==> src/cfm_meter_end.sv <==
// intentionally empty
`timescale 1ns/1ps
`default_nettype none
`default_nettype wire

==> src/cfm_pkg.sv <==
// shared constants and types for the counter frequency and period meter
package cfm_pkg;

  // ----------------------------------------------------------------
  // clocking and timebase
  // ----------------------------------------------------------------
  localparam int unsigned CLK_HZ = 100_000_000;
  localparam int unsigned ONBOARD_TIMEBASE_HZ = 100_000_000;
  localparam int unsigned ONBOARD_TICK_DIV = CLK_HZ / ONBOARD_TIMEBASE_HZ;
  localparam logic [2:0] TIMEBASE_ONBOARD = 3'h0;
  localparam logic [2:0] FREQ_INPUT_DEFAULT = 3'h0;

  // ----------------------------------------------------------------
  // counters and widths
  // ----------------------------------------------------------------
  localparam int COUNTERS = 8;
  localparam int COUNT_W = 32;
  localparam int TERMINALS = 8;
  localparam logic [31:0] COUNT_MAX = 32'hffffffff;
  localparam logic [31:0] COUNT_RESET = 32'h00000000;
  localparam logic [2:0] SYNC_RESET = 3'h0;

  // ----------------------------------------------------------------
  // modes, timings, methods, point kinds
  // ----------------------------------------------------------------
  localparam logic [1:0] MODE_FREQ = 2'h0;
  localparam logic [1:0] MODE_PULSE = 2'h1;
  localparam logic [1:0] MODE_SEMI = 2'h2;
  localparam logic [1:0] TIM_ONDEMAND = 2'h0;
  localparam logic [1:0] TIM_IMPLICIT = 2'h1;
  localparam logic [1:0] TIM_SAMPLE = 2'h2;
  localparam logic [1:0] METH_SAMPLE = 2'h0;
  localparam logic [1:0] METH_LOW = 2'h1;
  localparam logic [1:0] METH_LARGE = 2'h2;
  localparam logic [1:0] METH_HIGH = 2'h3;
  localparam logic [1:0] KIND_FREQ = 2'h0;
  localparam logic [1:0] KIND_PAIR = 2'h1;
  localparam logic [1:0] KIND_HIGH = 2'h2;
  localparam logic [1:0] KIND_LOW = 2'h3;

  // ----------------------------------------------------------------
  // state records
  // ----------------------------------------------------------------
  typedef enum logic [2:0] {ST_IDLE, ST_ARM, ST_FIRST, ST_SECOND, ST_RUN, ST_HOLD} cfm_phase_t;

  typedef struct packed {
    logic [2:0] sync;
    logic level;
    logic rise;
    logic fall;
  } cfm_sync_state_t;

  typedef struct packed {
    cfm_phase_t phase;
    logic [31:0] cur;
    logic cur_ovf;
    logic [31:0] span;
    logic [31:0] period_cnt;
    logic [31:0] last_high;
    logic [31:0] last_low;
    logic have_pulse;
    logic [31:0] last_period;
    logic have_period;
    logic out_valid;
    logic [31:0] out_first;
    logic [31:0] out_second;
    logic [1:0] out_kind;
    logic out_ovf;
    logic ovf_flag;
    logic config_error;
    logic two_counter;
    logic [2:0] partner;
  } cfm_state_t;

endpackage : cfm_pkg

==> src/cfm_edge_if.sv <==
// carrier for a synchronised input level and its edges
`timescale 1ns/1ps
`default_nettype none
interface cfm_edge_if;
  logic level;
  logic rise;
  logic fall;
  modport src (output level, output rise, output fall);
  modport dst (input level, input rise, input fall);
endinterface : cfm_edge_if
`default_nettype wire

==> src/cfm_edge_sync.sv <==
// three-flop input synchroniser with agreement filter and edge pulses
`timescale 1ns/1ps
`default_nettype none
module cfm_edge_sync
  import cfm_pkg::*;
(
  input wire logic clk_sys,
  input wire logic reset_n,
  input wire logic raw,
  cfm_edge_if.src edge_out
);

  cfm_sync_state_t s;
  cfm_sync_state_t next_s;

  // ----------------------------------------------------------------
  // next state
  // ----------------------------------------------------------------
  always_comb
  begin
    next_s = s;
    next_s.sync = {s.sync[1:0], raw};
    next_s.rise = 1'b0;
    next_s.fall = 1'b0;
    if (s.sync[1] == s.sync[2])
    begin
      next_s.level = s.sync[2];
      next_s.rise = s.sync[2] & ~s.level;
      next_s.fall = ~s.sync[2] & s.level;
    end
  end

  always_ff @(posedge clk_sys or negedge reset_n)
  begin
    if (!reset_n)
    begin
      s <= '{sync: SYNC_RESET, level: 1'b0, rise: 1'b0, fall: 1'b0};
    end
    else
    begin
      s <= next_s;
    end
  end

  assign edge_out.level = s.level;
  assign edge_out.rise = s.rise;
  assign edge_out.fall = s.fall;

endmodule : cfm_edge_sync
`default_nettype wire

==> src/cfm_meter.sv <==
// counter channel: pulse, semi-period and frequency measurement, single- and two-counter methods
`timescale 1ns/1ps
`default_nettype none
module cfm_meter
  import cfm_pkg::*;
(
  input wire logic clk_sys,
  input wire logic reset_n,
  input wire logic [7:0] programmable_function_input,
  input wire logic [7:0] timebase_terminal,
  input wire logic sample_clock,
  input wire logic measure_enable,
  input wire logic read_request,
  input wire logic [1:0] meas_mode_select,
  input wire logic [1:0] timing_select,
  input wire logic [1:0] freq_method_select,
  input wire logic averaging_enable,
  input wire logic starting_edge_falling,
  input wire logic [2:0] freq_input_select,
  input wire logic [2:0] half_period_input_select,
  input wire logic [2:0] timebase_source_select,
  input wire logic [2:0] counter_index,
  input wire logic [31:0] period_target,
  input wire logic [31:0] meas_time_ticks,
  input wire logic overflow_clear,
  output logic result_valid,
  output logic [31:0] result_first,
  output logic [31:0] result_second,
  output logic [1:0] result_kind,
  output logic result_overflow,
  output logic overflow_flag,
  output logic config_error,
  output logic two_counter_method,
  output logic [2:0] partner_index
);

  // ----------------------------------------------------------------
  // input selection and synchronisation
  // ----------------------------------------------------------------
  cfm_edge_if sig_if ();
  cfm_edge_if tb_if ();
  cfm_edge_if smp_if ();

  logic sig_raw;
  logic tb_raw;

  // frequency terminal in frequency mode, half-period terminal otherwise
  assign sig_raw = (meas_mode_select == MODE_FREQ) ?
    programmable_function_input[freq_input_select] :
    programmable_function_input[half_period_input_select];
  assign tb_raw = timebase_terminal[timebase_source_select];

  cfm_edge_sync u_sig_sync (
    .clk_sys(clk_sys),
    .reset_n(reset_n),
    .raw(sig_raw),
    .edge_out(sig_if.src)
  );

  cfm_edge_sync u_tb_sync (
    .clk_sys(clk_sys),
    .reset_n(reset_n),
    .raw(tb_raw),
    .edge_out(tb_if.src)
  );

  cfm_edge_sync u_smp_sync (
    .clk_sys(clk_sys),
    .reset_n(reset_n),
    .raw(sample_clock),
    .edge_out(smp_if.src)
  );

  logic tick;
  logic start_edge;
  logic mid_edge;
  logic sample_edge;

  // onboard clock ticks every cycle at 100 MHz
  assign tick = (timebase_source_select == TIMEBASE_ONBOARD) ? 1'b1 : tb_if.rise;
  assign start_edge = starting_edge_falling ? sig_if.fall : sig_if.rise;
  assign mid_edge = starting_edge_falling ? sig_if.rise : sig_if.fall;
  assign sample_edge = smp_if.rise;

  // ----------------------------------------------------------------
  // configuration decode
  // ----------------------------------------------------------------
  logic is_freq;
  logic is_semi;
  logic is_pulse_like;
  logic timed_by_sample;
  logic two_ctr;
  logic cfg_bad;

  assign is_freq = (meas_mode_select == MODE_FREQ);
  assign is_semi = (meas_mode_select == MODE_SEMI);
  assign is_pulse_like = (meas_mode_select == MODE_PULSE) || is_semi;
  assign timed_by_sample = (timing_select == TIM_SAMPLE) && !is_semi;
  assign two_ctr = is_freq && (freq_method_select == METH_LARGE ||
    freq_method_select == METH_HIGH);
  assign cfg_bad = (is_semi && timing_select == TIM_SAMPLE) ||
    (is_freq && freq_method_select == METH_SAMPLE && timing_select != TIM_SAMPLE) ||
    (two_ctr && counter_index[0]) ||
    (meas_mode_select == 2'h3);

  function automatic logic [31:0] sat_inc(input logic [31:0] v);
    return (v == COUNT_MAX) ? v : v + 32'h1;
  endfunction : sat_inc

  // ----------------------------------------------------------------
  // measurement state machine
  // ----------------------------------------------------------------
  cfm_state_t s;
  cfm_state_t next_s;

  always_comb
  begin
    logic emit;
    logic e_ovf;
    logic ovf_set;
    logic [31:0] e_first;
    logic [31:0] e_second;
    logic [1:0] e_kind;
    logic [31:0] per;
    emit = 1'b0;
    e_ovf = 1'b0;
    ovf_set = 1'b0;
    e_first = COUNT_RESET;
    e_second = COUNT_RESET;
    e_kind = KIND_FREQ;
    per = COUNT_RESET;
    next_s = s;
    next_s.out_valid = 1'b0;
    next_s.config_error = cfg_bad;
    next_s.two_counter = two_ctr;
    next_s.partner = {counter_index[2:1], ~counter_index[0]};
    // saturating tick count of the running duration
    if (tick && (s.phase == ST_FIRST || s.phase == ST_SECOND || s.phase == ST_RUN))
    begin
      next_s.cur = sat_inc(s.cur);
      if (s.cur == COUNT_MAX)
      begin
        next_s.cur_ovf = 1'b1;
        ovf_set = 1'b1;
      end
    end
    unique case (s.phase)
      ST_IDLE:
      begin
        next_s.phase = ST_ARM;
      end
      ST_ARM:
      begin
        next_s.cur = COUNT_RESET;
        next_s.cur_ovf = 1'b0;
        next_s.span = COUNT_RESET;
        next_s.period_cnt = COUNT_RESET;
        next_s.have_pulse = 1'b0;
        next_s.have_period = 1'b0;
        if (start_edge)
        begin
          next_s.phase = is_pulse_like ? ST_FIRST : ST_RUN;
        end
      end
      ST_FIRST:
      begin
        if (mid_edge)
        begin
          next_s.last_high = next_s.cur;
          next_s.cur = COUNT_RESET;
          next_s.cur_ovf = 1'b0;
          next_s.phase = ST_SECOND;
          if (is_semi)
          begin
            emit = 1'b1;
            e_first = next_s.cur;
            e_first = next_s.last_high;
            e_kind = KIND_HIGH;
            e_ovf = s.cur_ovf | ovf_set;
          end
        end
      end
      ST_SECOND:
      begin
        if (start_edge)
        begin
          next_s.last_low = next_s.cur;
          next_s.have_pulse = 1'b1;
          next_s.cur = COUNT_RESET;
          next_s.cur_ovf = 1'b0;
          next_s.phase = ST_FIRST;
          e_ovf = s.cur_ovf | ovf_set;
          if (is_semi)
          begin
            emit = 1'b1;
            e_first = next_s.last_low;
            e_kind = KIND_LOW;
          end
          else if (!timed_by_sample)
          begin
            emit = 1'b1;
            e_first = s.last_high;
            e_second = next_s.last_low;
            e_kind = KIND_PAIR;
          end
        end
      end
      ST_RUN:
      begin
        if (tick && freq_method_select == METH_HIGH)
        begin
          next_s.span = sat_inc(s.span);
        end
        if (start_edge)
        begin
          per = next_s.cur;
          e_ovf = next_s.cur_ovf;
          next_s.period_cnt = sat_inc(s.period_cnt);
          if (freq_method_select != METH_HIGH)
          begin
            next_s.span = s.span + per;
          end
          next_s.last_period = per;
          next_s.have_period = 1'b1;
          next_s.cur = COUNT_RESET;
          next_s.cur_ovf = 1'b0;
        end
        if (timed_by_sample && (freq_method_select == METH_SAMPLE ||
          freq_method_select == METH_LOW))
        begin
          if (sample_edge && averaging_enable && freq_method_select == METH_SAMPLE)
          begin
            emit = 1'b1;
            e_first = next_s.period_cnt;
            e_second = next_s.span;
            next_s.period_cnt = COUNT_RESET;
            next_s.span = COUNT_RESET;
          end
          else if (sample_edge && next_s.have_period)
          begin
            emit = 1'b1;
            e_first = next_s.last_period;
          end
        end
        else if (freq_method_select == METH_LOW && start_edge && !timed_by_sample)
        begin
          emit = 1'b1;
          e_first = 32'h1;
          e_second = per;
        end
        else if (freq_method_select == METH_LARGE && start_edge &&
          next_s.period_cnt >= period_target)
        begin
          emit = 1'b1;
          e_first = next_s.period_cnt;
          e_second = next_s.span;
          next_s.period_cnt = COUNT_RESET;
          next_s.span = COUNT_RESET;
        end
        else if (freq_method_select == METH_HIGH && meas_time_ticks != COUNT_RESET &&
          next_s.span >= meas_time_ticks)
        begin
          emit = 1'b1;
          e_first = next_s.period_cnt;
          e_second = next_s.span;
          next_s.period_cnt = COUNT_RESET;
          next_s.span = COUNT_RESET;
        end
      end
      ST_HOLD:
      begin
        // signal ignored until the result is read
        if (read_request)
        begin
          next_s.phase = ST_ARM;
        end
      end
      default:
      begin
        next_s.phase = ST_IDLE;
      end
    endcase
    // paced pulse pair: most recent full pulse at each sample edge
    if (timed_by_sample && !is_freq && sample_edge && s.have_pulse &&
      (s.phase == ST_FIRST || s.phase == ST_SECOND))
    begin
      emit = 1'b1;
      e_first = s.last_high;
      e_second = s.last_low;
      e_kind = KIND_PAIR;
      e_ovf = 1'b0;
    end
    if (emit)
    begin
      next_s.out_valid = 1'b1;
      next_s.out_first = e_first;
      next_s.out_second = e_second;
      next_s.out_kind = e_kind;
      next_s.out_ovf = e_ovf;
      if (timing_select == TIM_ONDEMAND && !(is_semi && e_kind == KIND_HIGH))
      begin
        next_s.phase = ST_HOLD;
      end
    end
    if (!measure_enable || cfg_bad)
    begin
      next_s.phase = ST_IDLE;
      next_s.out_valid = 1'b0;
    end
    // set wins over software clear
    next_s.ovf_flag = (s.ovf_flag & ~overflow_clear) | ovf_set;
  end

  always_ff @(posedge clk_sys or negedge reset_n)
  begin
    if (!reset_n)
    begin
      s <= '{phase: ST_IDLE, cur: COUNT_RESET, cur_ovf: 1'b0, span: COUNT_RESET,
        period_cnt: COUNT_RESET, last_high: COUNT_RESET, last_low: COUNT_RESET,
        have_pulse: 1'b0, last_period: COUNT_RESET, have_period: 1'b0,
        out_valid: 1'b0, out_first: COUNT_RESET, out_second: COUNT_RESET,
        out_kind: KIND_FREQ, out_ovf: 1'b0, ovf_flag: 1'b0, config_error: 1'b0,
        two_counter: 1'b0, partner: 3'h0};
    end
    else
    begin
      s <= next_s;
    end
  end

  assign result_valid = s.out_valid;
  assign result_first = s.out_first;
  assign result_second = s.out_second;
  assign result_kind = s.out_kind;
  assign result_overflow = s.out_ovf;
  assign overflow_flag = s.ovf_flag;
  assign config_error = s.config_error;
  assign two_counter_method = s.two_counter;
  assign partner_index = s.partner;
endmodule : cfm_meter
`default_nettype wire

==> config.mk <==
export PLATFORM = sky130hd
export DESIGN_NAME = cfm_meter
export DESIGN_NICKNAME = d
export VERILOG_FILES = /design/src/cfm_meter_end.sv /design/src/cfm_pkg.sv /design/src/cfm_edge_if.sv /design/src/cfm_edge_sync.sv /design/src/cfm_meter.sv
export SDC_FILE = /design/constraint.sdc
export NUM_CORES = 1
export LEC_CHECK = 0
export BUFFER_PORTS_ARGS = -buffer_cell sky130_fd_sc_hd__buf_2
export CAP_MARGIN = 20
export CORE_AREA = 2 2 204 206
export DETAILED_ROUTE_END_ITERATION = 12
export DIE_AREA = 0 0 206 208
export HOLD_SLACK_MARGIN = 0.15
export PLACE_DENSITY_LB_ADDON = 0.2
export SETUP_SLACK_MARGIN = 0.5
export SKIP_LAST_GASP = 1
export SYNTH_ARGS = -nofsm -noshare
export SYNTH_HDL_FRONTEND = slang
export SYNTH_SLANG_ARGS = --single-unit
export TNS_END_PERCENT = 5
==> constraint.sdc <==
create_clock -name clk_sys -period 14.35 [get_ports clk_sys]
set_clock_uncertainty 0.2 [all_clocks]
set_input_delay 0.7175 -clock clk_sys [delete_from_list [all_inputs] [get_ports clk_sys]]
set_output_delay 0.7175 -clock clk_sys [all_outputs]
set_load 0.05 [all_outputs]
-- Yosys cells after proc, flatten, opt, wreduce, memory -nomap -nowiden
Cells that the tools add are included.
- register bits: 288
- bits in latches: 0
- memory bits (writable): 0
- ROM bits: 0
- input bits: 106
- output and inout port bits: 74
- logic and storage cells: 223
- memories kept: 0
- add/sub/neg operators: 4
- multipliers: 0
- div/mod/pow operators: 0
- magnitude comparators: 5
- equality and inequality tests: 22
- shift operators: 0
- mux-type cells: 97
- bitwise operators: 17
- reductions and logical operators: 49
- operators by type and width (operator ; number):
    $mux W32 ; 27
    $mux W64 ; 5
    $mux W97 ; 2
    $pmux W33 S4 ; 1
    $pmux W64 S2 ; 1
    $mux W33 ; 3
    $add A32 B1 Y32 const B ; 3
    $eq A32 B32 Y1 const B ; 3
    $pmux W32 S3 ; 1
    $mux W36 ; 2
    $mux W68 ; 1
    $ge A32 B32 Y1 ; 2
    $pmux W32 S2 ; 1
    $add A32 B32 Y32 ; 1
    $reduce_bool A32 Y1 ; 1
    $mux W1 ; 30
    $logic_and A1 B1 Y1 ; 24
    $mux W3 ; 6
    $pmux W3 S6 ; 1
    $mux W2 ; 8
    $eq A2 B2 Y1 const B ; 6
    $lt A3 B4 Y1 const B ; 3
    $bmux W1 S3 ; 3
    $logic_or A1 B1 Y1 ; 9
    other kinds (17) ; 50

-- Logic depth before layout (Yosys ltp)
Gate-level depths: netlist of run 1.
- word-level depth: 19
- depth in mapped cells: 28
- gate-level depth less buffers: 26

-- Modules after synthesis
Synthesis of run 1 repeated with hierarchy kept, for this count alone.
- cell total of the unflattened synthesis: 2060
- area total of the unflattened synthesis: 18159.9 µm²
- by module, submodules not included (module ; times used ; cells each ; area an instance (µm²) ; seq. area each (µm²)):
    cfm_meter ; 1 ; 2033 ; 17623.2 ; 6806.5
    cfm_edge_sync ; 3 ; 9 ; 178.9 ; 150.1

-- Worst setup path after synthesis of run 1
No wires, ideal clock.
- path kind: register to register
- start: register s[242] in the netlist's numbering
- end: register s, in the netlist result_first[27]
- library setup time: 0.066 ns
- arrival time: 6.456 ns
- data required time: 14.084 ns
- path slack: 7.627 ns
- stages on the path, launching flop included: 25
- path buffers: 1
- clock period less this slack: 6.723 ns
- cell sequence: dfrtp_1 nand4_2 nor4b_1 nor4b_1 nor3_1 and4_1 xnor2_1 inv_1 ha_1 nand2_1 a211oi_1 a22oi_1 nor4_1 o21ai_0 o41ai_1 mux2_2 o2111ai_2 ha_1 and4_1 nor2b_1 o41a_1 o21a_1 nor3_1 clkbuf_1 a221o_1
- word-level cells in the longest chain between the ends: 15
- elaborated cells on any way between the ends: 30
- classes of those cells: add/sub: 2; order compare: 1; eq/ne: 1; mux: 25; reduce/logical: 1
- RTL lines (what ; line ; source):
    start: declaration ; cfm_meter.sv:113 ; cfm_state_t s;
    start signal: assignment ; cfm_meter.sv:318 ; s <= '{phase: ST_IDLE, cur: COUNT_RESET, cur_ovf: 1'b0, span: COUNT_RESET,
    start signal: assignment ; cfm_meter.sv:327 ; s <= next_s;
    $add A32 B1 Y32 / $eq A32 B32 Y1 (equally long branches) ; cfm_meter.sv:107 ; return (v == COUNT_MAX) ? v : v + 32'h1;
    $mux W32 ; cfm_meter.sv:107 ;
    $mux W33 (*) ; cfm_meter.sv:138 ; if (tick && (s.phase == ST_FIRST || s.phase == ST_SECOND || s.phase == ST_RUN))
    $add A32 B32 Y32 ; cfm_meter.sv:221 ; next_s.span = s.span + per;
    $mux W32 ; cfm_meter.sv:219 ; if (freq_method_select != METH_HIGH)
    $mux W97 ; cfm_meter.sv:214 ; if (start_edge)
    $mux W97 ; cfm_meter.sv:147 ; unique case (s.phase)
    $ge A32 B32 Y1 ; cfm_meter.sv:261 ; next_s.span >= meas_time_ticks)
    $logic_and A1 B1 Y1 ; cfm_meter.sv:260 ; else if (freq_method_select == METH_HIGH && meas_time_ticks != COUNT_RESET &&
    $mux W32 / $mux W1 (equally long branches) ; cfm_meter.sv:260 ;
    $mux W32 / $mux W1 (equally long branches) ; cfm_meter.sv:251 ; else if (freq_method_select == METH_LARGE && start_edge &&
    $mux W32 / $mux W1 (equally long branches) ; cfm_meter.sv:245 ; else if (freq_method_select == METH_LOW && start_edge && !timed_by_sample)
    $mux W32 / $mux W1 (equally long branches) ; cfm_meter.sv:228 ; if (timed_by_sample && (freq_method_select == METH_SAMPLE ||
    $pmux W32 S3 / $pmux W1 S3 (equally long branches) ; cfm_meter.sv:147 ;
    $mux W32 / $mux W1 (equally long branches) ; cfm_meter.sv:284 ; if (timed_by_sample && !is_freq && sample_edge && s.have_pulse &&
Every way passes the cells marked *; elsewhere a longest branch is shown, timed or not. The select of a mux whose other input is x is not followed.
A chain may end at the register's enable or synchronous reset.

-- Worst setup path in the final report of run 1
- start: register s[270] in the netlist's numbering
- end: register s[199] in the netlist's numbering
- word-level cells in the longest chain between the ends: 16
- elaborated cells on any way between the ends: 20
- classes of those cells: add/sub: 1; order compare: 1; eq/ne: 4; mux: 9; reduce/logical: 5
- RTL lines (what ; line):
    $eq A3 B2 Y1 ; cfm_meter.sv:138
    $logic_or A1 B1 Y1 (2 in series) ; cfm_meter.sv:138
    $logic_and A1 B1 Y1 ; cfm_meter.sv:138
    $mux W33 ; cfm_meter.sv:138
    $add A32 B32 Y32 ; cfm_meter.sv:221
    $mux W32 ; cfm_meter.sv:219
    $mux W97 ; cfm_meter.sv:214
    $mux W97 ; cfm_meter.sv:147
    $ge A32 B32 Y1 ; cfm_meter.sv:261
    $logic_and A1 B1 Y1 ; cfm_meter.sv:260
    $mux W64 ; cfm_meter.sv:260
    $mux W64 ; cfm_meter.sv:251
    $mux W64 ; cfm_meter.sv:245
    $mux W64 ; cfm_meter.sv:228
    $pmux W64 S2 ; cfm_meter.sv:147
Parallel ways exist; a longest one is shown, timed or not. The select of a mux whose other input is x is not followed.

==> summary.md, run 1 <==
| Metric | Value |
|---|---|
| Pleak | `10.1 nW` |
| Ys async rst share | `100%` |
| M2 GR Usage | `41.9%` |
| Post-CTS setup buffers | `0` |
| Final core utilization | `50.5%` |
| Number of remaining DRC errors | `0` |
| Total GRT Usage | `27.7%` |
| Die width | `206 um` |
| Cell Pwr Density | `95.3 nW/um^2` |
| Final setup viols | `0` |
| Nets | `2350` |
| Clock Latency Late Sink | `0.56 ns` |
| Sink Count | `288` |
| Minimum clock period after layout | `8.89 ns` |
| GRT Max-Usage Layer | `met2` |
| Cts-stage hold buffer count | `6` |
| Filler cells | `3844` |
| Dominant cell type by area after synthesis | `dfrtp_1` |
| Synth top area share | `39.8%` |
| Via/cell ratio | `5.96` |
| Worst-margin pin slew | `1.13 ns` |
| CP Capture Type | `register` |
| CP Depth | `23` |
| Grt total ovfl | `0` |
| Switch share | `25.0%` |
| Top Family by Delay on Critical Path | `compound AO/OA/AOI/OAI gates` |
| Final worst slack | `5.46 ns` |
| DRT antenna net count | `0` |
| R2R depth | `23` |
| RePlAce Congestion | `0.967` |
| Diodes inserted | `0` |
| I/O pin count | `180` |
| Mapped Cells | `2043` |
| Vias | `16100` |
| Mapped Area | `18100 um^2` |
| FF+latch count, synth | `288` |
| Mapped Nets | `2251` |
| Commonest non-fill, non-tap cell in the layout | `dfrtp_1` |
| Req. time, crit path | `14.63 ns` |
| Buffer depth of the longest clock path | `3` |
| HPWL Detailed | `43.8 mm` |
| Overall Power | `1.95 mW` |
| TNS Setup | `0 ns` |
| Most used cell, CP | `o21ai_0` |
| Die area | `42800 um^2` |
| Most area-consuming cells after synthesis | `dfrtp_1 40%, ha_1 7.0%, o21ai_0 5.4%` |
| Upper clock frequency limit | `112 MHz` |
| Worst vdd ir | `78.3 uV` |
| WL/cell | `22.1 um` |
| PostCTS Resize Cnt | `0` |
| Layout cell share with drive strength beyond 1 | `14.8%` |
| Reg clk slew, reported paths | `0.06 ns` |
| CP cell instances | `nor2b_1, o22ai_4, nor3_1, nand2_1, xor2_1, inv_1, ha_1, o21ai_0, a211oi_1, a22oi_1, nor4_1, o21ai_0, o41ai_1, mux2_2, o2111ai_2, ha_1, and4_1, nor2b_1, o41a_1, o22ai_4, buf_4, o21ai_0, a31oi_1` |
| Commonest cells after routing, fill and taps aside | `288 x dfrtp_1, 222 x nand2_1, 196 x o21ai_0` |
| Seq/Total Area, Yosys | `39.8%` |
| RSZ-0062 raised after global routing | `false` |
| Die H | `208 um` |
| Initial antenna violation count | `3` |
| Vias in the first global route | `15200` |
| Slew headroom | `23.0%` |
| Fin crit share | `62.0%` |
| Synth Area per Inst | `8.87 um^2` |
| Sequential power share | `43.2%` |
| Setup CP Type | `reg2reg` |
| Initial Utilization | `44.7%` |
| Router iterations before antenna repair | `5` |
| Comb power frac | `7.9%` |
| CP max stage delay | `0.66 ns` |
| CP Launch Type | `register` |
| Power Internal | `1.46 mW` |
| First-pass GRT wire length | `90.7 mm` |
| Main flop type after synthesis | `dfrtp_1` |
| Arrival @ worst endpoint | `9.17 ns` |
| Pre-CTS setup slack | `5.56 ns` |
| First DRT Iteration DRCs | `1238` |
| Psw | `0.488 mW` |
| WHS Path Cells | `0` |
| Fin. Hold Viols | `0` |
| CTS tree | `built` |
| GRT met3 Usage | `4.67%` |
| Core area | `40600 um^2` |
| Num CTS Buffers | `35` |
| Path category of the worst min-delay check | `reg2reg` |
| Worst Path Buf+Inv | `2` |
| Post-synth EDFFs | `0` |
| Max cap viols | `0` |
| Slew Viols, Final | `0` |
| Largest net degree at the start of global routing | `168` |
| Crit path max fanout | `50` |
| Total wire length | `59.6 mm` |
| Input/output buffers | `179` |
| Clock power share | `48.9%` |
| Yosys cell types | `79` |
| Root buffer cell | `clkbuf_16` |
| Worst path slowest cell | `nor2b_1` |
| Met1 Use GR | `39.8%` |
| P&R area growth vs syn | `13.0%` |
| Row cnt | `74` |
| CTS H-tree depth | `2` |
| Status | `completed` |
| Yosys warns | `0` |
==> layout make-up <==
type	count	area, um^2	share of cell area (%)
sequential	288	7210	35.2
multi-input combinational	1462	9600	46.9
clock inverter	14	235	1.15
timing repair buffer	225	1280	6.25
inverter	130	488	2.38
tap	532	666	3.25
clock buffer	46	997	4.87
==> logic make-up after synthesis <==
family / share of synthesized area, %
simple gates: 16.6
compound gates: 22.0
buf+inv: 7.59
flops: 39.8
xor+xnor: 5.32
fa+ha+maj: 7.25
mux: 1.53
==> flip-flops by register name, indices dropped and copies added (netlist names), 2 cells and up <==
register and flops:
u_sig_sync.next_s 2, partner_index 3, result_first 32, u_smp_sync.next_s 2, result_kind 2, s 198
result_second 32, u_tb_sync.next_s 2
==> routing by layer <==
| layer | share of wire, % | wire length (um) |
|---|---|---|
| met1 | 45 | 26800 |
| met2 | 45 | 26700 |
| met3 | 6.9 | 4120 |
| met4 | 3.2 | 1900 |
| met5 | 0.045 | 27 |
==> worst reg2reg max path: stages, from the launching register on <==
cell	delay, ns
dfrtp_1	0.60
nor2b_1	0.66
o22ai_4	0.19
nor3_1	0.61
nand2_1	0.15
xor2_1	0.55
inv_1	0.11
ha_1	0.38
o21ai_0	0.19
a211oi_1	0.38
a22oi_1	0.24
nor4_1	0.28
o21ai_0	0.27
o41ai_1	0.64
mux2_2	0.42
o2111ai_2	0.10
ha_1	0.29
and4_1	0.19
nor2b_1	0.15
o41a_1	0.59
o22ai_4	0.61
buf_4	0.60
o21ai_0	0.22
a31oi_1	0.20
==> per-stage QoR <==
stage | hold WS, ns | instance area (um^2) | cells
2_1_floorplan | 0.131 | 18100 | 2043
3_3_place_gp | 0.135 | 19200 | 2631
3_5_place_dp | 0.137 | 19200 | 2631
4_1_cts | 0.152 | 20500 | 2697
5_1_grt | 0.160 | 20500 | 2697
6_report | 0.154 | 20500 | 2697
==> worst paths after layout <==
| path | from | endpoint | slack (ns) |
|---|---|---|---|
| min in group asynchronous | reset_n | s[261] | 0.64 |
| setup reg to reg | s[270] | s[199] | 5.46 |
| hold reg to reg | u_smp_sync.next_s[4] | u_smp_sync.next_s[5] | 0.15 |
| hold / removal | u_smp_sync.next_s[4] | u_smp_sync.next_s[5] | 0.15 |
| max in group asynchronous | reset_n | result_first[4] | 11.88 |
| setup / recovery | s[270] | s[199] | 5.46 |
==> power groups by stage <==
stage	clock [mW]	combinational, mW	sequential, mW
3_3_place_gp	0	0.150	0.856
5_1_grt	0.998	0.171	0.844
3_5_place_dp	0	0.154	0.857
2_1_floorplan	0	0.0847	0.854
6_report	0.954	0.155	0.842
4_1_cts	0.967	0.156	0.842
==> cells in the mapped netlist (all sizes together) (19+ instances only) <==
cell type	number
a211oi	24
a21o	37
a21oi	119
a221o	56
a22o	44
a22oi	22
a31oi	20
and3	20
buf	78
clkbuf	85
dfrtp	288
ha	101
inv	130
nand2	223
nand3	59
nand4	36
nor2	145
nor2b	19
nor3	28
o21ai	203
xnor2	62
xor2	48
No activity file was read; power rests on OpenSTA's default activity.
==> run 2, diff against run 1 <==
==> constraint.sdc (replaced) <==
create_clock -name clk_sys -period 7.5 [get_ports clk_sys]
set_clock_uncertainty 0.2 [all_clocks]
set_input_delay 0.375 -clock clk_sys [delete_from_list [all_inputs] [get_ports clk_sys]]
set_output_delay 0.375 -clock clk_sys [all_outputs]
set_load 0.05 [all_outputs]
==> run 2 against run 1 <==
- clock power increased by 91%
- utilization grew 2.3 points
- design area increased by 4.6%
- critical path depth increased by 4
- die area unchanged
- fmax rose by 31%
- sequential power is 91% higher
- count of clock-buffer cells in the layout increased by 2
- wire length grew 3.6%
- highest routed layer is now met4
==> summary.md, run 2 (synthesis results as in run 1) <==
| Metric | Value |
|---|---|
| Finished Cell Area | `21400 um^2 (+4.6%)` |
| Via/cell ratio | `5.86 (-1.7%)` |
| Arrival @ worst endpoint | `7.08 ns (-2.09 ns)` |
| Initial Utilization | `44.7% (unchanged)` |
| Path category of the worst min-delay check | `reg2reg` |
| Die width | `206 um (unchanged)` |
| DRT antenna net count | `0 (unchanged)` |
| Fin crit share | `90.4% (+28 points)` |
| Num CTS Buffers | `35 (unchanged)` |
| Overall Power | `3.75 mW (+92%)` |
| Register Area | `7210 um^2 (about the same)` |
| Clock Latency Late Sink | `0.57 ns (about the same)` |
| CTS tree | `built` |
| Status | `completed` |
| Vias in the first global route | `15700 (+3.3%)` |
| RePlAce Congestion | `0.974 (+0.74%)` |
| Non-Filler Instances | `2773 (+2.8%)` |
| I/O pin count | `180 (unchanged)` |
| Row cnt | `74 (unchanged)` |
| M2 GR Usage | `43.3% (+1.4 points)` |
| Slew headroom | `26.6% (+3.6 points)` |
| Initial antenna violation count | `0 (-3)` |
| Max cap viols | `0 (unchanged)` |
| Commonest non-fill, non-tap cell in the layout | `dfrtp_1` |
| WL/cell | `22.3 um (+0.79%)` |
| Fin. Hold Viols | `0 (unchanged)` |
| Reg with most FFs | `s` |
| Worst vdd ir | `144 uV (+84%)` |
| GRT met3 Usage | `3.74% (-0.92 points)` |
| First DRT Iteration DRCs | `1365 (+10%)` |
| Reg clk slew, reported paths | `0.06 ns (about the same)` |
| Pre-CTS setup slack | `0.0999 ns (-5.46 ns)` |
| Buffer depth of the longest clock path | `3 (unchanged)` |
| Minimum clock period after layout | `6.78 ns (-2.11 ns)` |
| Diodes inserted | `0 (unchanged)` |
| Die H | `208 um (unchanged)` |
| Router iterations before antenna repair | `5 (unchanged)` |
| Dpl cell area | `19500 um^2 (+1.7%)` |
| Die area | `42800 um^2 (unchanged)` |
| GRT Max-Usage Layer | `met2` |
| Input/output buffers | `179 (unchanged)` |
| Sink Count | `288 (unchanged)` |
| Final core utilization | `52.8% (+2.3 points)` |
| Filler cells | `3790 (-1.4%)` |
| Setup CP Type | `reg2reg` |
| Crit path max fanout | `23 (-54%)` |
| Slew Viols, Final | `0 (unchanged)` |
| Number of remaining DRC errors | `0 (unchanged)` |
| Nets | `2423 (+3.1%)` |
| Worst-margin pin slew | `1.10 ns (-0.0254 ns)` |
| Pleak | `10.5 nW (+4.1%)` |
| Grt total ovfl | `0 (unchanged)` |
| Max reg flops | `198 (unchanged)` |
| Cell Count Post-Placement | `2675 (+1.7%)` |
| WHS Path Cells | `0 (unchanged)` |
| TNS Setup | `0 ns (unchanged)` |
| Met1 Use GR | `42.0% (+2.2 points)` |
| Commonest cells after routing, fill and taps aside | `284 x dfrtp_1, 222 x nand2_1, 189 x o21ai_0` |
| First-pass GRT wire length | `93.6 mm (+3.3%)` |
| R2R depth | `27 (+17%)` |
| Layout cell share with drive strength beyond 1 | `19.3% (+4.5 points)` |
| Largest net degree at the start of global routing | `108 (-36%)` |
| P&R area growth vs syn | `18.1%` |
| Total wire length | `61.7 mm (+3.6%)` |
| Final setup viols | `0 (unchanged)` |
| Hold Slack | `0.150 ns (-0.00466 ns)` |
| Cell Pwr Density | `175 nW/um^2 (+84%)` |
| CP Launch Type | `register` |
| HPWL Detailed | `45.0 mm (+2.8%)` |
| Core area | `40600 um^2 (unchanged)` |
| Req. time, crit path | `7.80 ns (-6.83 ns)` |
| CTS H-tree depth | `2 (unchanged)` |
| Multi-input gate area | `9880 um^2 (+2.9%)` |
| Total GRT Usage | `28.4% (+0.74 points)` |
| Final worst slack | `0.722 ns (-4.74 ns)` |
| Vias | `16200 (+1.0%)` |
| Upper clock frequency limit | `148 MHz (+31%)` |
| Root buffer cell | `clkbuf_16` |
| RSZ-0062 raised after global routing | `false` |
| CP Capture Type | `register` |
## run 2: final timing paths
kind	end	slack, ns	start
min in group asynchronous	s[117]	0.22	reset_n
min	u_sig_sync.next_s[5]	0.15	u_sig_sync.next_s[4]
max reg2reg	result_first[15]	0.72	s[255]
max	result_first[15]	0.72	s[255]
max in group asynchronous	result_second[25]	5.57	reset_n
min reg2reg	u_sig_sync.next_s[5]	0.15	u_sig_sync.next_s[4]
## run 2: worst max-delay path, cell delays in order, from the launching register on
cell and delay, ns:
dfrtp_1 0.38, nand2_1 0.13, or3_4 0.44, or2_2 0.32, o21ai_4 0.22, nor3_1 0.12, xnor2_1 0.29, inv_1 0.12
ha_2 0.43, nand3_1 0.12, a211oi_2 0.23, a22oi_2 0.16, nor4_2 0.22, o21ai_0 0.12, buf_4 0.16, o41ai_2 0.22
buf_4 0.18, mux2_2 0.34, o2111ai_2 0.09, ha_1 0.30, and4_1 0.19, nor2b_1 0.13, o41a_1 0.54, o21a_1 0.28
nor3_4 0.22, buf_12 0.16, buf_8 0.22, a221o_1 0.18
## run 2: final cells by class
class                      count  share of cell area, %
clock inverter                15                   1.08
inverter                     130                   2.28
sequential                   288                   33.7
tap                          532                   3.11
timing repair buffer         298                   9.05
clock buffer                  48                   4.69
multi-input combinational   1462                   46.1
## run 2: layer usage
metal	share of wire, %	vias to the layer above
met5	0	-
met4	2.5	0
met3	6.5	95
met2	45	552
met1	46	7981
li1	-	7611
## run 2: what timing repair did
action                                  4_1_cts  5_1_grt
hold buffers                                 20        0
setup buffers                                 1       10
hold endpoints to repair                    118        0
gates resized for setup                      16       57
endpoints found under the setup margin      116      135
gates cloned                                  0        2
pin swaps                                     2       10
## run 2: power breakdown
part	internal, mW	switching [mW]
Clock	1.09	0.731
Sequential	1.59	0.0233
Combinational	0.111	0.207
==> run 3, diff against run 2 <==
==> constraint.sdc (replaced) <==
create_clock -name clk_sys -period 6.5 [get_ports clk_sys]
set_clock_uncertainty 0.2 [all_clocks]
set_input_delay 0.325 -clock clk_sys [delete_from_list [all_inputs] [get_ports clk_sys]]
set_output_delay 0.325 -clock clk_sys [all_outputs]
set_load 0.05 [all_outputs]
==> run 3 against run 2 <==
- the flow now finishes with violations (negative setup slack)
- count of clock-buffer cells in the layout is 2 lower
- wire length rose by 4.5%
- design area increased by 9.9%
- register-to-register slack worse by 0.78 ns
- setup slack worse by 0.78 ns
- clock power grew 11%
- global-route usage rose by 1.3 points
- via count increased by 6.8%
- critical path depth rose by 1
- hold slack gained 0.0011 ns
- final cell count is 7.0% higher
- sequential share of layout area is 3.1 points lower
- critical path type unchanged
- critical endpoint is now result_second[17]
- highest routed layer is now met5
==> summary.md, run 3 (synthesis results as in run 1) <==
| Metric | Value |
|---|---|
| Worst path slowest cell | `o41a_1` |
| Setup CP Type | `reg2reg` |
| Minimum clock period after layout | `6.56 ns (-0.218 ns)` |
| Grt total ovfl | `0 (unchanged)` |
| Worst-margin pin slew | `1.12 ns (+0.0186 ns)` |
| Fin. Hold Viols | `0 (unchanged)` |
| Upper clock frequency limit | `152 MHz (+3.3%)` |
| Status | `complete, but fails checks` |
| RePlAce Congestion | `0.982 (+0.80%)` |
| TNS Setup | `-0.983 ns (-0.983 ns)` |
| Initial antenna violation count | `3 (+3)` |
| Multi-input gate area | `10500 um^2 (+6.3%)` |
| Crit path max fanout | `9 (-61%)` |
| Diodes inserted | `0 (unchanged)` |
| Vias in the first global route | `16800 (+6.8%)` |
| Path category of the worst min-delay check | `reg2reg` |
| Die H | `208 um (unchanged)` |
| Commonest non-fill, non-tap cell in the layout | `dfrtp_1` |
| Failing checks | `negative setup slack` |
| Worst vdd ir | `167 uV (+16%)` |
| Sink Count | `288 (unchanged)` |
| WL/cell | `21.8 um (-2.3%)` |
| CP Launch Type | `register` |
| Filler cells | `3653 (-3.6%)` |
| Via/cell ratio | `5.85 (-0.17%)` |
| Fin crit share | `101% (+11 points)` |
| Total wire length | `64.5 mm (+4.5%)` |
| Cell Count Post-Placement | `2824 (+5.6%)` |
| Power Internal | `3.18 mW (+14%)` |
| Cell Pwr Density | `181 nW/um^2 (+3.4%)` |
| Final worst slack | `-0.0600 ns (-0.782 ns)` |
| Register Area | `7210 um^2 (about the same)` |
| First-pass GRT wire length | `97.4 mm (+4.0%)` |
| Clock Latency Late Sink | `0.57 ns (about the same)` |
| P&R area growth vs syn | `29.8%` |
| Req. time, crit path | `6.79 ns (-1.01 ns)` |
| Die width | `206 um (unchanged)` |
| Core area | `40600 um^2 (unchanged)` |
| Reg clk slew, reported paths | `0.06 ns (about the same)` |
| Nets | `2621 (+8.2%)` |
| R2R depth | `28 (+3.7%)` |
| FF-to-FF setup slack | `-0.06 ns (-0.78 ns)` |
| Root buffer cell | `clkbuf_16` |
| Sequential power share | `43.6% (+0.6 points)` |
| Most used cell, CP | `buf_6` |
| Comb power frac | `9.0% (+0.5 points)` |
| Slew Viols, Final | `0 (unchanged)` |
| Num CTS Buffers | `34 (-2.9%)` |
| Worst Setup SP | `s[271]` |
| Max reg flops | `198 (unchanged)` |
| Layout cell share with drive strength beyond 1 | `29.2% (+9.8 points)` |
| CTS tree | `built` |
| CTS H-tree depth | `2 (unchanged)` |
| Buffer depth of the longest clock path | `3 (unchanged)` |
| Total GRT Usage | `29.7% (+1.3 points)` |
| Router iterations before antenna repair | `6 (+1)` |
| Input/output buffers | `179 (unchanged)` |
| CP Capture Type | `register` |
| Die area | `42800 um^2 (unchanged)` |
| Clock power share | `47.4% (-1.2 points)` |
| Switch share | `25.4% (-0.29 points)` |
| Initial Utilization | `44.7% (unchanged)` |
| Largest net degree at the start of global routing | `97 (-10%)` |
| DRT antenna net count | `0 (unchanged)` |
| Reg with most FFs | `s` |
| Pleak | `11.6 nW (+9.7%)` |
| I/O pin count | `180 (unchanged)` |
| Final setup viols | `37 (+37)` |
| Vias | `17300 (+6.8%)` |
| Max cap viols | `0 (unchanged)` |
| Pre-CTS setup slack | `-0.332 ns (-0.432 ns)` |
| Arrival @ worst endpoint | `6.85 ns (-0.23 ns)` |
| First DRT Iteration DRCs | `1423 (+4.2%)` |
| Non-Filler Instances | `2967 (+7.0%)` |
| HPWL Detailed | `46.6 mm (+3.5%)` |
| RR Endpoint | `result_second[17]` |
| Number of remaining DRC errors | `0 (unchanged)` |
| CP max stage delay | `0.58 ns (+0.04 ns)` |
| Overall Power | `4.26 mW (+14%)` |
| Psw | `1.08 mW (+12%)` |
| RSZ-0062 raised after global routing | `true` |
| Row cnt | `74 (unchanged)` |
| Reg2reg start | `s[271]` |
| Commonest cells after routing, fill and taps aside | `288 x dfrtp_1, 277 x buf_4, 216 x nand2_1` |
| Crit path to | `result_second[17]` |
| Slew headroom | `25.4% (-1.2 points)` |
-- run 3: worst min-delay path by stage --
| stage | startpoint | endpoint | slack, ns | cells after the start |
|---|---|---|---|---|
| detailed placement | u_tb_sync.next_s[4] | u_tb_sync.next_s[5] | 0.14 | 0 |
| global route | u_smp_sync.next_s[4] | u_smp_sync.next_s[5] | 0.16 | 0 |
| finish | u_smp_sync.next_s[4] | u_smp_sync.next_s[5] | 0.15 | 0 |
| CTS | u_smp_sync.next_s[4] | u_smp_sync.next_s[5] | 0.15 | 0 |
| global placement | u_smp_sync.next_s[4] | u_smp_sync.next_s[5] | 0.13 | 0 |
| floorplan | reset_n | config_error | -0.17 | 0 |
-- run 3: through the flow --
stage	instance area [um^2]	hold WS, ns	util, %
3_3_place_gp	20800	0.134	51.3
4_1_cts	23000	0.152	56.8
6_report	23500	0.151	58.0
3_5_place_dp	20800	0.136	51.3
5_1_grt	23500	0.163	58.0
2_1_floorplan	18300	-0.171	-
-- run 3: area by class of cell --
class	instances	area share (%)
clock buffers	46	4.11
flip-flops and latches	288	30.6
multi-input cells	1462	44.6
repair buffers	497	14.9
inverters	130	2.07
well taps	532	2.83
clock inverters	12	0.819
-- run 3: power by group through the flow --
stage | Combinational (mW) | Sequential, mW | Clock (mW)
3_5_place_dp | 0.357 | 1.89 | 0
5_1_grt | 0.423 | 1.86 | 2.12
6_report | 0.384 | 1.86 | 2.02
4_1_cts | 0.376 | 1.86 | 2.05
3_3_place_gp | 0.348 | 1.89 | 0
2_1_floorplan | 0.189 | 1.88 | 0
-- run 3: layer usage --
metal	global-route usage, %	up-vias	part of all wire (%)
li1	-	7994	-
met1	41.3	8554	43
met2	45.3	660	45
met3	5.98	136	7.7
met4	11.7	2	3.7
met5	0	-	0.020
-- run 3: critical path, delay by kind of cell, from the launching register on --
family	cells	cell delay, ns
AO/OA/AOI/OAI	12	2.82
AND/OR/NAND/NOR	6	1.31
flip-flops	1	0.43
buffers and inverters	7	1.07
XOR/XNOR	1	0.18
adder cells (fa/ha/maj)	2	0.48
-- run 3: timing repair --
action | in CTS | in global routing
hold endpoints to repair | 107 | 0
cloned | 1 | 3
setup buffers | 45 | 14
gates resized for setup | 114 | 63
endpoints found under the setup margin | 135 | 135
hold buffers | 20 | 0
pin swaps | 54 | 59
